[src/verilog/ubg_pkg.sv]
package ubg_pkg;
    // register addresses on the cpu memory map
    localparam logic [15:0] UBG_ADDR_PORT_DIR = 16'hff22;
    localparam logic [15:0] UBG_ADDR_SER_MODE = 16'hffa0;
    localparam logic [15:0] UBG_ADDR_BAUD_DIV = 16'hffa2;
    // reset values
    localparam logic [7:0] UBG_RST_PORT_DIR = 8'hff;
    localparam logic [7:0] UBG_RST_SER_MODE = 8'h00;
    localparam logic [7:0] UBG_RST_BAUD_DIV = 8'h00;
    // serial_mode field positions
    localparam int UBG_TX_EN_BIT = 7;
    localparam int UBG_RX_EN_BIT = 6;
    localparam int UBG_PARITY_HI = 5;
    localparam int UBG_PARITY_LO = 4;
    localparam int UBG_CHAR_LEN_BIT = 3;
    localparam int UBG_STOP_LEN_BIT = 2;
    localparam int UBG_ERR_IRQ_SUP_BIT = 1;
    localparam int UBG_INFRARED_BIT = 0;
    // baud_divider_control field positions
    localparam int UBG_SRC_SEL_HI = 6;
    localparam int UBG_SRC_SEL_LO = 4;
    localparam int UBG_DIVISOR_HI = 3;
    localparam int UBG_DIVISOR_LO = 0;
    // divisor base: counter period is k plus this value
    localparam logic [4:0] UBG_DIV_BASE = 5'h10;
    // source select code meaning the external clock pin
    localparam logic [2:0] UBG_SRC_EXT = 3'h0;
    // port 2 pin positions of the serial pins
    localparam int UBG_RX_PIN = 3;
    localparam int UBG_TX_PIN = 4;
    localparam int UBG_EXT_CLK_PIN = 5;
    // parity select codes
    typedef enum logic [1:0] {
        UBG_PAR_NONE = 2'b00,
        UBG_PAR_ZERO = 2'b01,
        UBG_PAR_ODD = 2'b10,
        UBG_PAR_EVEN = 2'b11
    } ubg_parity_t;
endpackage

[src/verilog/ubg_edge_sync.sv]
`timescale 1ns/10ps
// two-flop synchroniser with a rising edge detector behind it
module ubg_edge_sync (
    input wire logic ref_clk_i,
    input wire logic resetn_i,
    input wire logic async_i,
    output logic level_o,
    output logic rise_o
);
    logic meta_q; // first stage, read only by the second
    logic sync_q; // synchronised level
    logic prev_q; // level one cycle earlier

    // shift chain; edge detection looks only at the later stages
    always_ff @(posedge ref_clk_i) begin
        if (!resetn_i) begin
            meta_q <= 1'b0;
            sync_q <= 1'b0;
            prev_q <= 1'b0;
        end else begin
            meta_q <= async_i;
            sync_q <= meta_q;
            prev_q <= sync_q;
        end
    end

    assign level_o = sync_q;
    assign rise_o = sync_q & ~prev_q;
endmodule

[src/verilog/ubg_top.sv]
`timescale 1ns/10ps
// What this block does
// - 3-bit code picks pin clock or divided clock
// - 4-bit divisor divides source by 16 plus k
// - baud equals fx over 2^(n+1) times (k+16)
// - external pin rate replaces fx in formula
// - reset clears baud divider register
// - direction bit zero drives, one inputs
// - reset sets direction register all ones
// - both enables clear: no transfer, ports
// - reset clears serial mode register
// - full-duplex framing supported via independent enables
// - each enable hands its pin data to serial; the direction bit still sets the drive
// - serial mode bit layout is fixed
// - settings can reach 31.25 kbps
// - parity field gives four parity options
// - length bit picks 7 or 8 bits
module ubg_top #(
    parameter int PORT_W = 6
) (
    input wire logic ref_clk_i,
    input wire logic resetn_i,
    input wire logic [15:0] cpu_addr_i,
    input wire logic cpu_wr_i,
    input wire logic cpu_rd_i,
    input wire logic [7:0] cpu_wdata_i,
    output logic [7:0] cpu_rdata_o,
    input wire logic [PORT_W-1:0] port_output_latch_i,
    input wire logic [PORT_W-1:0] pin_in_i,
    output logic [PORT_W-1:0] pin_out_o,
    output logic [PORT_W-1:0] pin_oe_o,
    input wire logic serial_out_data_i,
    output logic serial_in_data_o,
    output logic tx_enable_o,
    output logic rx_enable_o,
    output ubg_pkg::ubg_parity_t parity_sel_o,
    output logic char_len8_o,
    output logic stop_len2_o,
    output logic error_irq_suppress_o,
    output logic infrared_mode_o,
    output logic half_tick_o,
    output logic baud_tick_o
);
    import ubg_pkg::*;

    logic [7:0] port_direction_q; // pin direction, one means input
    logic [7:0] serial_mode_q; // enables and frame format
    logic [7:0] baud_divider_control_q; // source select and divisor
    logic [7:0] rdata_q; // registered read data
    logic [6:0] presc_q; // free running main clock prescaler
    logic [4:0] cnt_q; // 5-bit baud counter
    logic phase_q; // selects every second counter wrap
    logic half_q; // half bit tick register
    logic baud_q; // full bit tick register
    logic [PORT_W-1:0] pin_out_q; // registered pin drive value
    logic [PORT_W-1:0] pin_oe_q; // registered pin enables
    logic serial_in_q; // registered serial input
    logic ext_level; // synchronised external clock level
    logic ext_rise; // external clock rising edge

    // address decode
    wire sel_dir = cpu_addr_i == UBG_ADDR_PORT_DIR;
    wire sel_mode = cpu_addr_i == UBG_ADDR_SER_MODE;
    wire sel_baud = cpu_addr_i == UBG_ADDR_BAUD_DIV;
    wire wr_dir = cpu_wr_i & sel_dir;
    wire wr_mode = cpu_wr_i & sel_mode;
    wire wr_baud = cpu_wr_i & sel_baud;
    // read mux; unmapped addresses read zero
    wire [7:0] rd_mux = sel_dir ? port_direction_q :
                        sel_mode ? serial_mode_q :
                        sel_baud ? baud_divider_control_q : 8'h00;

    // mode field decode
    wire tx_en = serial_mode_q[UBG_TX_EN_BIT];
    wire rx_en = serial_mode_q[UBG_RX_EN_BIT];
    wire running = tx_en | rx_en;
    wire [2:0] src_sel = baud_divider_control_q[UBG_SRC_SEL_HI:UBG_SRC_SEL_LO];
    wire [3:0] divisor = baud_divider_control_q[UBG_DIVISOR_HI:UBG_DIVISOR_LO];

    // prescaler tap: divide by two to the n, low n bits all ones
    wire [7:0] pre_mask8 = (8'h01 << src_sel) - 8'h01;
    wire [6:0] pre_mask = pre_mask8[6:0];
    wire int_tick = (presc_q & pre_mask) == pre_mask;
    // source tick from the pin or from the prescaler
    wire src_tick = (src_sel == UBG_SRC_EXT) ? ext_rise : int_tick;
    // last count of the 5-bit counter is k plus 15
    wire [4:0] cnt_last = UBG_DIV_BASE + {1'b0, divisor} - 5'h01;
    wire cnt_wrap = src_tick & (cnt_q == cnt_last);

    // external clock pin into the main clock domain
    ubg_edge_sync u_ext_sync (
        .ref_clk_i(ref_clk_i),
        .resetn_i(resetn_i),
        .async_i(pin_in_i[UBG_EXT_CLK_PIN]),
        .level_o(ext_level),
        .rise_o(ext_rise)
    );

    // pin function select per pin
    wire [PORT_W-1:0] serial_owns;
    wire [PORT_W-1:0] pin_out_d;
    wire [PORT_W-1:0] pin_oe_d;
    genvar gi;
    generate
        for (gi = 0; gi < PORT_W; gi++) begin : g_pin
            // tx pin takes serial data only while transmit is enabled
            assign serial_owns[gi] = (gi == UBG_TX_PIN) ? tx_en : 1'b0;
            assign pin_out_d[gi] = serial_owns[gi] ? serial_out_data_i :
                                   port_output_latch_i[gi];
            assign pin_oe_d[gi] = ~port_direction_q[gi];
        end
    endgenerate

    // receive pin feeds the receiver only while receive is enabled; idle high
    wire serial_in_d = rx_en ? pin_in_i[UBG_RX_PIN] : 1'b1;

    // register writes and reset values
    always_ff @(posedge ref_clk_i) begin
        if (!resetn_i) begin
            port_direction_q <= UBG_RST_PORT_DIR;
            serial_mode_q <= UBG_RST_SER_MODE;
            baud_divider_control_q <= UBG_RST_BAUD_DIV;
        end else begin
            if (wr_dir) begin
                port_direction_q <= cpu_wdata_i;
            end
            if (wr_mode) begin
                serial_mode_q <= cpu_wdata_i;
            end
            if (wr_baud) begin
                baud_divider_control_q <= cpu_wdata_i;
            end
        end
    end

    // read data, valid the cycle after the strobe
    always_ff @(posedge ref_clk_i) begin
        if (!resetn_i) begin
            rdata_q <= 8'h00;
        end else if (cpu_rd_i) begin
            rdata_q <= rd_mux;
        end
    end

    // main clock prescaler, free running
    always_ff @(posedge ref_clk_i) begin
        if (!resetn_i) begin
            presc_q <= 7'h00;
        end else begin
            presc_q <= presc_q + 7'h01;
        end
    end

    // 5-bit counter; held in stop mode and restarted on a divider write
    always_ff @(posedge ref_clk_i) begin
        if (!resetn_i || !running || wr_baud) begin
            cnt_q <= 5'h00;
            phase_q <= 1'b0;
        end else if (cnt_wrap) begin
            cnt_q <= 5'h00;
            phase_q <= ~phase_q;
        end else if (src_tick) begin
            cnt_q <= cnt_q + 5'h01;
        end
    end

    // tick outputs: half every wrap, full every second wrap
    always_ff @(posedge ref_clk_i) begin
        if (!resetn_i) begin
            half_q <= 1'b0;
            baud_q <= 1'b0;
        end else begin
            half_q <= cnt_wrap & running & ~wr_baud;
            baud_q <= cnt_wrap & running & ~wr_baud & phase_q;
        end
    end

    // pin drivers and serial input from flip-flops
    always_ff @(posedge ref_clk_i) begin
        if (!resetn_i) begin
            pin_out_q <= '0;
            pin_oe_q <= '0;
            serial_in_q <= 1'b1;
        end else begin
            pin_out_q <= pin_out_d;
            pin_oe_q <= pin_oe_d;
            serial_in_q <= serial_in_d;
        end
    end

    assign cpu_rdata_o = rdata_q;
    assign pin_out_o = pin_out_q;
    assign pin_oe_o = pin_oe_q;
    assign serial_in_data_o = serial_in_q;
    assign tx_enable_o = tx_en;
    assign rx_enable_o = rx_en;
    assign parity_sel_o = ubg_parity_t'(serial_mode_q[UBG_PARITY_HI:UBG_PARITY_LO]);
    assign char_len8_o = serial_mode_q[UBG_CHAR_LEN_BIT];
    assign stop_len2_o = serial_mode_q[UBG_STOP_LEN_BIT];
    assign error_irq_suppress_o = serial_mode_q[UBG_ERR_IRQ_SUP_BIT];
    assign infrared_mode_o = serial_mode_q[UBG_INFRARED_BIT];
    assign half_tick_o = half_q;
    assign baud_tick_o = baud_q;

    // reset values seen right after reset
    property p_reset_vals;
        @(posedge ref_clk_i) !resetn_i |=> port_direction_q == UBG_RST_PORT_DIR
            && serial_mode_q == UBG_RST_SER_MODE && baud_divider_control_q == UBG_RST_BAUD_DIV;
    endproperty
    a_reset_vals: assert property (p_reset_vals) else $error("reset values wrong");

    // direction bit drives the pin enable one cycle later
    property p_dir_oe;
        @(posedge ref_clk_i) disable iff (!resetn_i)
            1'b1 |=> pin_oe_o[UBG_TX_PIN] == !$past(port_direction_q[UBG_TX_PIN]);
    endproperty
    a_dir_oe: assert property (p_dir_oe) else $error("pin enable not from direction");

    // stop mode: no ticks at all
    property p_stop_quiet;
        @(posedge ref_clk_i) disable iff (!resetn_i)
            (!running)[*2] |=> !half_tick_o && !baud_tick_o;
    endproperty
    a_stop_quiet: assert property (p_stop_quiet) else $error("tick in stop mode");

    // tx pin carries latch when transmit disabled, serial data when enabled
    property p_tx_mux;
        @(posedge ref_clk_i) disable iff (!resetn_i)
            1'b1 |=> pin_out_o[UBG_TX_PIN] == ($past(tx_en) ? $past(serial_out_data_i)
                                              : $past(port_output_latch_i[UBG_TX_PIN]));
    endproperty
    a_tx_mux: assert property (p_tx_mux) else $error("tx pin mux wrong");

    // receiver sees the pin only while enabled
    property p_rx_mux;
        @(posedge ref_clk_i) disable iff (!resetn_i)
            !rx_en |=> serial_in_data_o;
    endproperty
    a_rx_mux: assert property (p_rx_mux) else $error("rx input not idle");

    // a full bit tick always coincides with a half tick
    property p_full_half;
        @(posedge ref_clk_i) disable iff (!resetn_i)
            baud_tick_o |-> half_tick_o;
    endproperty
    a_full_half: assert property (p_full_half) else $error("full tick without half");

    // divide by two source: ticks alternate
    property p_div2;
        @(posedge ref_clk_i) disable iff (!resetn_i)
            (src_sel == 3'h1) && src_tick |=> !src_tick || $changed(src_sel);
    endproperty
    a_div2: assert property (p_div2) else $error("divide by two source wrong");

    // counter never passes its last value
    property p_cnt_bound;
        @(posedge ref_clk_i) disable iff (!resetn_i)
            $stable(baud_divider_control_q) && running |-> cnt_q <= cnt_last;
    endproperty
    a_cnt_bound: assert property (p_cnt_bound) else $error("counter overran divisor");

    // pin clock source: no source tick without a synced edge
    property p_ext_src;
        @(posedge ref_clk_i) disable iff (!resetn_i)
            (src_sel == UBG_SRC_EXT) && src_tick |-> ext_level && !$past(ext_level);
    endproperty
    a_ext_src: assert property (p_ext_src) else $error("ext tick without edge");
endmodule

[config.mk]
export PLATFORM = sky130hd
export DESIGN_NAME = ubg_top
export DESIGN_NICKNAME = d
export VERILOG_FILES = /design/src/verilog/ubg_pkg.sv /design/src/verilog/ubg_edge_sync.sv /design/src/verilog/ubg_top.sv
export SDC_FILE = /design/constraint.sdc
export NUM_CORES = 1
export LEC_CHECK = 0
export ABC_AREA = 1
export BUFFER_PORTS_ARGS = -buffer_cell sky130_fd_sc_hd__buf_2
export CAP_MARGIN = 40
export CELL_PAD_IN_SITES_DETAIL_PLACEMENT = 0
export CELL_PAD_IN_SITES_GLOBAL_PLACEMENT = 2
export CORE_MARGIN = 2
export CORE_UTILIZATION = 26
export CTS_BUF_LIST = sky130_fd_sc_hd__clkbuf_16
export CTS_CLUSTER_SIZE = 40
export DETAILED_ROUTE_END_ITERATION = 7
export PLACE_DENSITY_LB_ADDON = 0.05
export SLEW_MARGIN = 20
export SYNTH_ARGS = -nofsm -noshare
export SYNTH_HDL_FRONTEND = slang
export SYNTH_SLANG_ARGS = --single-unit
[constraint.sdc]
create_clock -name ref_clk_i -period 1.9 [get_ports ref_clk_i]
set_input_delay 0.19 -clock ref_clk_i [delete_from_list [all_inputs] [get_ports ref_clk_i]]
set_output_delay 0.19 -clock ref_clk_i [all_outputs]
set_load 0.1 [all_outputs]
=== Yosys cells after proc, flatten, opt, wreduce, memory -nomap -nowiden ===
Index checks and enable logic that the tools add are counted.

* Input port bits: 41
* Register bits: 63

* Add/sub/neg operators: 5
* Bitwise gates (word level): 19
* Shift-type cells: 1
* Reduce and logical (&&, ||, !) cells: 7
* Equality and inequality tests: 5
* Mux-type cells: 5

{| class="wikitable"
|+ Operators with widths
! cell !! count
|-
| $eq A16 B16 Y1 const B || 3
|-
| $mux W8 || 3
|-
| $not A1 Y1 || 9
|-
| $and A1 B1 Y1 || 8
|-
| $add A7 B1 Y7 const B || 1
|-
| $and A7 B7 Y7 || 1
|-
| $eq A7 B7 Y1 || 1
|-
| $shl A1 B3 Y7 const A || 1
|-
| $sub A7 B1 Y7 const B || 1
|-
| $add A5 B1 Y5 const B || 1
|-
| $add A5 B4 Y5 const A || 1
|-
| $eq A5 B5 Y1 || 1
|-
| $sub A5 B1 Y5 const B || 1
|-
| $logic_not A3 Y1 || 1
|-
| $logic_not A1 Y1 || 2
|-
| $logic_or A1 B1 Y1 || 2
|-
| $mux W1 || 2
|-
| $reduce_and A2 Y1 || 1
|-
| $reduce_or A2 Y1 || 1
|-
| $or A1 B1 Y1 || 1
|}

=== Logic depth before layout (Yosys ltp) ===
Gate-level depths: netlist of run 1.

* Word-level depth: 9
* Mapped depth: 15
* Depth with buffers taken out: 14

=== Cells and area by module ===
From an unflattened synthesis of run 1, not the netlist that was laid out.

* Cell total of the unflattened synthesis: 378
* Area, all modules: 2851.5 µm²

{| class="wikitable"
|+ By module, submodules not included
! module !! area each (µm²) !! times used !! seq. area each (µm²) !! cells each
|-
| ubg_top || 2758.9 || 1 || 1201.2 || 367
|-
| ubg_edge_sync || 92.6 || 1 || 60.1 || 11
|}

=== Worst setup path before layout of run 1 ===
Ideal clock, no wire load.

* Path kind: reg2reg
* Start: reg baud_divider_control_q[5]
* End: reg cnt_q[0]
* Setup time: 0.117 ns
* Clock period less this slack: 1.818 ns
* Slack: 0.082 ns
* Arrival time: 1.701 ns
* Stages on the path, launching flop included: 14
* Required time: 1.783 ns
* Buffers on the path: 1
* Cells stage by stage: dfxtp_1 -> buf_6 -> nor2_4 -> nand2_4 -> ha_1 -> nor2_1 -> nor2_1 -> nand2_4 -> nor2_4 -> nand2_2 -> o21ai_4 -> nand2_4 -> nand2_2 -> a21oi_1

* Cells in the longest elaborated chain, start to end: 7
* Elaborated cells on any way between the ends: 8

{| class="wikitable"
|+ Ends and longest elaborated chain
! what !! line !! text
|-
| start: declaration || ubg_top.sv:48 || <nowiki>logic [7:0] baud_divider_control_q;</nowiki>
|-
| start signal: assignment || ubg_top.sv:131 || <nowiki>baud_divider_control_q <= cpu_wdata_i;</nowiki>
|-
| $shl A1 B3 Y7 || ubg_top.sv:81 || <nowiki>wire [7:0] pre_mask8 = (8'h01 << src_sel) - 8'h01;</nowiki>
|-
| $sub A7 B1 Y7 || ubg_top.sv:81 ||
|-
| $and A7 B7 Y7 || ubg_top.sv:83 || <nowiki>wire int_tick = (presc_q & pre_mask) == pre_mask;</nowiki>
|-
| $eq A7 B7 Y1 || ubg_top.sv:83 ||
|-
| $mux W1 (*) || ubg_top.sv:85 || <nowiki>wire src_tick = (src_sel == UBG_SRC_EXT) ? ext_rise : int_tick;</nowiki>
|-
| $and A1 B1 Y1 || ubg_top.sv:88 || <nowiki>wire cnt_wrap = src_tick & (cnt_q == cnt_last);</nowiki>
|-
| $reduce_or A2 Y1 (no line) || - ||
|-
| end signal: assignment || ubg_top.sv:163 || <nowiki>cnt_q <= cnt_q + 5'h01;</nowiki>
|-
| end: declaration || ubg_top.sv:51 || <nowiki>logic [4:0] cnt_q;</nowiki>
|}

Every way passes the cells marked *; elsewhere a longest branch is shown, timed or not.
A chain may end at the register's enable or synchronous reset.

=== Worst setup path after layout of run 1 ===
* Start: reg baud_divider_control_q[5]
* End: reg cnt_q[3]

The elaborated chain is that of the path after synthesis.

==> results.cfg, run 1 <==
[run_status]
outcome = finished clean

[hold_path]
hold_class = primary input to flip-flop

[synthesis]
synthCells = 380
avgSynthCellArea_um2 = 7.55
synth_cell_types = 30
syn_area_um2 = 2870
synth_edf_count = 0
synth_warnings = 0
synth_nets = 425
ys_seq_area_share_pct = 44.0
ys_ff_latch = 63
synthArstFlopShare_pct = 0
synth_ff_type = dfxtp_1

[setup_path]
cp_num_buf_inv = 0
arrival_ns = 2.02
crit_path_frequent_cell = nor2_4
critPathKind = flip-flop to flip-flop
cp_max_fo = 6
slowest_delay_ns = 0.33
worst_path_max_delay_cell = dfxtp_2
end_kind = flip-flop
path_cells = nor2_4, nand2_2, ha_4, nor2_4, nor2_4, nand2_4, nor2_4, nand2_2, o21ai_4, nand2_4, nand2_4, a21oi_1
worstPathRequired_ns = 2.11
critical-path-top-delay-family = simple AND/OR/NAND/NOR gates
start_kind = flip-flop

[pwr]
p_leak_nw = 1.61
power_density_nw_per_um2 = 831
vdd.ir_drop.worst_v = 0.000387

[clocking]
cts_tree = built
cts_hold_buf = 0
ctsHtreeMaxLevel = 3
path_clk_slew_ns = 0.06
cts_sinks = 63
clock_path_buffers = 2
clk_latency_ns = 0.33
clockRootBuffer = clkbuf_16
cts_buffers = 9

[global_route]
overflow = 0
grt_max_degree = 31
antenna_found_initial = 0
first_global_vias = 2635
grtUsageTotal_pct = 14.2
grt_pass1_wl_um = 13000

[floorplan]
die-height_um = 109
initial_core_util_pct = 26.6
die_w_um = 109
core_um2 = 10800
rows = 38
fp.dieArea_um2 = 11900
ioPinCount = 72

[final_layout]
final_core_util_pct = 34.1
antenna_cells = 0
syn_to_final_growth_pct = 28.3
final_layout_size_suffix_gt1_share_pct = 26.7
num-fill-cells = 1201
nets = 497

[sta]
setup_viol = 0
finalMaxSlewViolations = 0
slew_headroom_pct = 67.2
finalHoldViolations = 0
finalCritPeriodShare_pct = 95.2
rsz0062_at_grt = yes
fin_hold_ws_ns = 0.0386
clock.fmax_mhz = 553
worstMarginPinSlew_ns = 0.495
period_minus_slack_ns = 1.81
finClkSkew_ns = 0.00539

[job]
max-cap-violations = 0

[routing]
vias_per_cell = 4.50
drt-pass1-iter-count = 4
vias = 2675
drt_first_iter_violations = 122
routed_wl_um = 7890
drcViolationCount = 0
routedWlPerCell_um = 13.3
final_antenna_net_count = 0

[placed_design]
gp_congestion = 0.762
numPortBuffers = 67
dp.final_hpwl_um = 5660
## metal layers
| layer | global-route usage (%) | up-vias | share of wire [%] |
|---|---|---|---|
| li1 | - | 1402 | - |
| met1 | 17.8 | 1213 | 47 |
| met2 | 22.9 | 48 | 47 |
| met3 | 3.89 | 12 | 3.4 |
| met4 | 5.77 | 0 | 2.3 |
| met5 | 0 | - | 0 |
## sequential cells by signal, indices dropped and copies added (netlist names), 5 cells and up
signal,count
baud_divider_control_q,8
cpu_rdata_o,8
port_direction_q,8
serial_mode_q,8
presc_q,7
pin_oe_o,6
pin_out_o,6
cnt_q,5
## power breakdown
part / total [W] / internal, W / switching, W
Sequential: 0.00135 / 0.00134 / 0.00000839
Combinational: 0.000179 / 0.0000515 / 0.000127
Clock: 0.00154 / 0.000978 / 0.000558
Total: 0.00306 / 0.00237 / 0.000694
## repair_timing
action	in CTS	in global routing
resized for setup	0	11
pin swaps	1	2
setup endpoints to repair	5	7
setup buffers	0	0
## synth_stat cells, types with 2 or more instances
library cell,number,area [µm²]
inv_1,35,131
nand4_1,19,119
o21ai_0,9,45.0
nand3_1,55,275
nor3_1,5,25.0
nand3b_1,2,15.0
nand2_4,3,33.8
clkbuf_1,9,33.8
xor2_1,4,35.0
a21oi_1,33,165
buf_2,4,20.0
buf_6,2,22.5
nor2_1,29,109
ha_1,4,50.1
nor2_4,4,45.0
nor2_2,3,18.8
nand3_2,4,40.0
o21ai_1,2,10.0
xnor2_1,5,43.8
nand2_2,5,31.3
nand2_1,71,267
buf_4,2,15.0
inv_2,2,7.51
dfxtp_1,63,1260
## cell usage in the layout, fill, tap and decap left out, types with 3 or more instances in the layout
cell / instances
nand2_1: 70
nor2_1: 27
ha_1: 3
nor3_1: 5
clkbuf_16: 9
nor2_4: 6
nand4_1: 19
xor2_1: 4
nand2_2: 5
nand2_4: 4
xnor2_1: 5
o21ai_0: 9
inv_1: 36
clkinv_1: 3
nand3_1: 55
a21oi_1: 31
buf_4: 11
nand3_2: 4
buf_2: 67
nor2_2: 3
dfxtp_1: 61
## per-stage QoR
stage | power (W) | instances | area, µm² | setup TNS (ns) | worst slack [ns]
2_1_floorplan | 0.00148 | 380 | 2870 | 0 | 0.0816
3_3_place_gp | 0.00155 | 581 | 3370 | 0 | 0.0156
3_5_place_dp | 0.00155 | 581 | 3370 | -0.0121 | -0.00931
4_1_cts | 0.00311 | 594 | 3640 | 0 | 0.000932
5_1_grt | 0.00318 | 594 | 3680 | -0.0535 | -0.0143
6_report | 0.00306 | 594 | 3680 | 0 | 0.0914
## path summary, 6_finish.rpt
| path | from | endpoint | slack [ns] | depth (start not counted) |
|---|---|---|---|---|
| max | baud_divider_control_q[5] | cnt_q[3] | 0.09 | 12 |
| min | pin_in_i[3] | serial_in_data_o | 0.04 | 3 |
| max reg2reg | baud_divider_control_q[5] | cnt_q[3] | 0.09 | 12 |
| min reg2reg | u_ext_sync.meta_q | u_ext_sync.level_o | 0.42 | 2 |
## final cells by class
class,count,area (µm²),area share (%)
clock buffer,9,225,6.12
clock inverter,4,41.3,1.12
inverter,39,149,4.04
multi-input combinational,261,1410,38.3
sequential,63,1260,34.3
tap,140,175,4.76
timing repair buffer,78,418,11.3
## kinds of logic after synthesis
| logic type | count (synthesis) | share of synthesized area (%) |
|---|---|---|
| compound gates | 45 | 8.24 |
| buf+inv | 56 | 8.37 |
| xor+xnor | 9 | 2.75 |
| flops | 63 | 44.0 |
| fa+ha+maj | 4 | 1.74 |
| simple gates | 203 | 34.9 |
## worst register-to-register path: stages, from the launching register on
cell and delay, ns:
dfxtp_2 0.33, nor2_4 0.14, nand2_2 0.08, ha_4 0.28, nor2_4 0.04, nor2_4 0.10
nand2_4 0.06, nor2_4 0.09, nand2_2 0.07, o21ai_4 0.24, nand2_4 0.11, nand2_4 0.12
a21oi_1 0.05
Power figures use the tool's default switching activity.
==> run 2: changes to the inputs <==
--- a/config.mk
+++ b/config.mk
@@ -11,7 +11,7 @@
 export CELL_PAD_IN_SITES_DETAIL_PLACEMENT = 0
 export CELL_PAD_IN_SITES_GLOBAL_PLACEMENT = 2
 export CORE_MARGIN = 2
-export CORE_UTILIZATION = 26
+export CORE_UTILIZATION = 31
 export CTS_BUF_LIST = sky130_fd_sc_hd__clkbuf_16
 export CTS_CLUSTER_SIZE = 40
 export DETAILED_ROUTE_END_ITERATION = 7
==> constraint.sdc (replaced) <==
create_clock -name ref_clk_i -period 2.3 [get_ports ref_clk_i]
set_input_delay 0.23 -clock ref_clk_i [delete_from_list [all_inputs] [get_ports ref_clk_i]]
set_output_delay 0.23 -clock ref_clk_i [all_outputs]
set_load 0.1 [all_outputs]
==> results.cfg, run 2 (synthesis gave the netlist of run 1 again) <==
[run_status]
outcome = finished clean

[final_layout]
final_common_cell = nand2_1
syn_to_final_growth_pct = 26.1
final_core_util_pct = 39.7
final_layout_size_suffix_gt1_share_pct = 25.7
antenna_cells = 0
nets = 496
num-fill-cells = 999
seqCellArea_um2 = 1260
multiInputGateArea_um2 = 1370
mostFrequentLayoutCells = nand2_1 (71), buf_2 (67), dfxtp_1 (63)

[global_route]
grt_pass1_wl_um = 12700
grt_max_degree = 31
grtUsageTotal_pct = 16.0
antenna_found_initial = 0
first_global_vias = 2618
overflow = 0

[placed_design]
dp_worst_setup_slack_ns = 0.367
gp_congestion = 0.687
numPortBuffers = 67
dp.final_hpwl_um = 5460

[setup_path]
cp_max_fo = 6
end_kind = flip-flop
worstPathRequired_ns = 2.52
critPathKind = flip-flop to flip-flop
start_kind = flip-flop
arrival_ns = 2.16

[sta]
setup_viol = 0
rsz0062_at_grt = no
finalCritPeriodShare_pct = 84.2
finalMaxSlewViolations = 0
finalHoldViolations = 0
fin_hold_ws_ns = 0.0807
period_minus_slack_ns = 1.94
clock.fmax_mhz = 516
finClkSkew_ns = 0.00438
timing.setup.tns_ns = 0
worstMarginPinSlew_ns = 0.490
worst_slack_ns = 0.363
slew_headroom_pct = 67.5

[clocking]
clock_path_buffers = 2
ctsHtreeMaxLevel = 3
post_cts_buffers = 0
cts_tree = built
clockRootBuffer = clkbuf_16
cts_resized = 0
clk_latency_ns = 0.33
path_clk_slew_ns = 0.06
cts_hold_buf = 0
cts_sinks = 63
cts_buffers = 9

[job]
max-cap-violations = 0

[routing]
drcViolationCount = 0
vias = 2721
drt_first_iter_violations = 83
vias_per_cell = 4.80
routedWlPerCell_um = 13.4
final_antenna_net_count = 0
drt-pass1-iter-count = 5
routed_wl_um = 7620

[hold_path]
hold_class = primary input to flip-flop

[floorplan]
ioPinCount = 72
rows = 35
fp.dieArea_um2 = 10000
die_w_um = 100
die-height_um = 100
initial_core_util_pct = 31.5
core_um2 = 9110

[pwr]
power_density_nw_per_um2 = 715
p_leak_nw = 1.62
vdd.ir_drop.worst_v = 0.000310
## run 2: cell count changes in the layout (fill, tap and decap cells not counted), sizes merged
cell,before,now
buf,78,77
clkinvlp,0,1
clkinv,3,5
## run 2: layout make-up
| cell class | count | share of cell area, % |
|---|---|---|
| Clock buffer | 9 | 6.23 |
| Clock inverter | 7 | 1.80 |
| Timing Repair Buffer | 77 | 11.3 |
| Inverter | 39 | 4.12 |
| Multi-Input combinational cell | 261 | 37.8 |
| Tap cell | 111 | 3.84 |
| Sequential cell | 63 | 34.9 |
## run 2: path summary, 6_finish.rpt
kind / endpoint / cells past startpoint / from / slack (ns)
setup / recovery: cnt_q[0] / 12 / baud_divider_control_q[4] / 0.36
hold / removal: pin_out_o[0] / 3 / port_output_latch_i[0] / 0.08
setup reg to reg: cnt_q[0] / 12 / baud_divider_control_q[4] / 0.36
hold reg to reg: u_ext_sync.level_o / 2 / u_ext_sync.meta_q / 0.41
## run 2: worst max-delay path, stage by stage, from the launching register on
cell	delay [ns]
dfxtp_1	0.37
inv_2	0.11
nand2_4	0.07
ha_1	0.29
nor2_1	0.04
nor2_1	0.17
nand2_4	0.07
nor2_4	0.09
nand2_2	0.07
o21ai_4	0.26
nand2_4	0.10
nand2_2	0.13
a21oi_1	0.06
## run 2: per-layer routing
layer	wire length [µm]	track usage (%)	part of all wire, %
met5	0	0	0
met4	310	9.17	4.1
met3	264	3.62	3.5
met2	3520	25.6	46
met1	3530	19.9	46
## run 2: power breakdown
part	total (W)	internal, W	switching (W)
clock	0.00133	0.000830	0.000501
combinational	0.000146	0.0000417	0.000104
sequential	0.00111	0.00110	0.00000581
## run 2: metrics by stage
step	instance area [µm²]	power, W	cells
2_1_floorplan	2870	0.00122	380
3_3_place_gp	3330	0.00128	551
3_5_place_dp	3330	0.00128	551
4_1_cts	3620	0.00263	567
5_1_grt	3620	0.00268	567
6_report	3620	0.00259	567
==> run 3: changes to the inputs <==
--- a/config.mk
+++ b/config.mk
@@ -11,7 +11,7 @@
 export CELL_PAD_IN_SITES_DETAIL_PLACEMENT = 0
 export CELL_PAD_IN_SITES_GLOBAL_PLACEMENT = 2
 export CORE_MARGIN = 2
-export CORE_UTILIZATION = 31
+export CORE_UTILIZATION = 29
 export CTS_BUF_LIST = sky130_fd_sc_hd__clkbuf_16
 export CTS_CLUSTER_SIZE = 40
 export DETAILED_ROUTE_END_ITERATION = 7
==> constraint.sdc (replaced) <==
create_clock -name ref_clk_i -period 2 [get_ports ref_clk_i]
set_input_delay 0.2 -clock ref_clk_i [delete_from_list [all_inputs] [get_ports ref_clk_i]]
set_output_delay 0.2 -clock ref_clk_i [all_outputs]
set_load 0.1 [all_outputs]
==> results.cfg, run 3 (synthesis gave the netlist of run 1 again) <==
[run_status]
outcome = finished clean

[hold_path]
whs_path_depth = 3
hold_class = primary input to flip-flop
hold_start = pin_in_i[3]
hold_path_end = serial_in_data_o

[setup_path]
arrival_ns = 2.07
end_kind = flip-flop
r2r_end = cnt_q[2]
rrSetupSlack_ns = 0.14
cp_max_fo = 6
worstPathRequired_ns = 2.21
reg2reg_from = baud_divider_control_q[5]
reg2reg_depth = 12
critPathKind = flip-flop to flip-flop
start_kind = flip-flop

[sta]
timing.setup.tns_ns = 0
rsz0062_at_grt = no
worstMarginPinSlew_ns = 0.492
clock.fmax_mhz = 537
finalHoldViolations = 0
setup_viol = 0
fin_hold_ws_ns = 0.0541
finClkSkew_ns = 0.00630
finalMaxSlewViolations = 0
period_minus_slack_ns = 1.86
worst_slack_ns = 0.138
slew_headroom_pct = 67.4
finalCritPeriodShare_pct = 93.1

[global_route]
grt_max_degree = 31
grtUsageTotal_pct = 15.5
antenna_found_initial = 0
grt_pass1_wl_um = 12600
first_global_vias = 2492
overflow = 0

[final_layout]
final_common_cell = nand2_1
multiInputGateArea_um2 = 1370
final_layout_size_suffix_gt1_share_pct = 26.0
nets = 497
num-fill-cells = 1052
seqCellArea_um2 = 1260
antenna_cells = 0
syn_to_final_growth_pct = 29.0
mostFrequentLayoutCells = nand2_1 (71), buf_2 (67), dfxtp_1 (62)

[clocking]
clk_latency_ns = 0.33
cts_sinks = 63
clock_path_buffers = 2
cts_tree = built
ctsHtreeMaxLevel = 3
clockRootBuffer = clkbuf_16
cts_buffers = 9
path_clk_slew_ns = 0.05

[placed_design]
dp_worst_setup_slack_ns = 0.0853
numPortBuffers = 67
gp_congestion = 0.718
dp.final_hpwl_um = 5370

[routing]
drt_first_iter_violations = 74
vias_per_cell = 4.52
routed_wl_um = 7610
vias = 2667
routedWlPerCell_um = 12.9
final_antenna_net_count = 0
drcViolationCount = 0
drt-pass1-iter-count = 4

[pwr]
p_leak_nw = 1.64
power_density_nw_per_um2 = 873
vdd.ir_drop.worst_v = 0.000380

[floorplan]
ioPinCount = 72
die_w_um = 103
fp.dieArea_um2 = 10700
initial_core_util_pct = 29.6
core_um2 = 9680
rows = 36
die-height_um = 103

[job]
max-cap-violations = 0
run 3: changes by cell type in the layout (fill, tap and decap cells not counted), sizes merged:
cell,delta
buf,+1
bufinv,+2
clkinv,-1
clkinvlp,-1
run 3: power breakdown:
| part | internal [W] | leakage, nW | total [W] | switching, W |
|---|---|---|---|---|
| Clock | 0.00121 | 0.171 | 0.00179 | 0.000577 |
| Sequential | 0.00127 | 0.511 | 0.00128 | 0.00000712 |
| Combinational | 0.0000487 | 0.963 | 0.000169 | 0.000120 |
run 3: stage by stage:
step	cells	total power, W	instance area (µm²)	util [%]
detailed placement	573	0.00147	3350	34.6
CTS	589	0.00328	3690	38.1
global placement	573	0.00147	3350	34.6
global route	590	0.00336	3700	38.2
floorplan	380	0.00140	2870	-
finish	590	0.00323	3700	38.2
run 3: critical path: stages, from the launching register on:
cell     delay (ns)
dfxtp_1        0.33
nor2_4         0.14
nand2_4        0.07
ha_1           0.28
nor2_1         0.04
nor2_1         0.16
nand2_4        0.07
nor2_4         0.09
nand2_2        0.07
o21ai_4        0.22
nand2_4        0.10
nand2_2        0.13
a21oi_1        0.05
run 3: routing by layer:
metal	up-vias	share of wire (%)	track usage [%]
li1	1406	-	-
met1	1221	48	20.3
met2	30	48	24.9
met3	10	2.8	3.56
met4	0	1.6	5.77
met5	-	0	0
run 3: repair_timing:
item                       4_1_cts  5_1_grt
setup endpoints to repair        0        7
hold buffers                     0        0
setup buffers                    0        1
gates resized for setup          0        1
run 3: layout make-up:
cell class	count	area share [%]
clock buffers	9	6.09
clock inverters	7	3.04
inverters	39	4.02
multi-input cells	261	37.0
flip-flops and latches	63	34.1
well taps	133	4.50
repair buffers	78	11.3
run 3: worst max path at each step:
stage                                          from        to  slack, ns  cells after the start
final                     baud_divider_control_q[5]  cnt_q[2]       0.14                     12
after global routing      baud_divider_control_q[5]  cnt_q[2]      0.005                     13
after CTS                 baud_divider_control_q[4]  cnt_q[3]       0.08                     12
after detailed placement  baud_divider_control_q[4]  cnt_q[3]       0.09                     12
after global placement    baud_divider_control_q[5]  cnt_q[4]       0.12                     12
after floorplan           baud_divider_control_q[5]  cnt_q[0]       0.18                     13
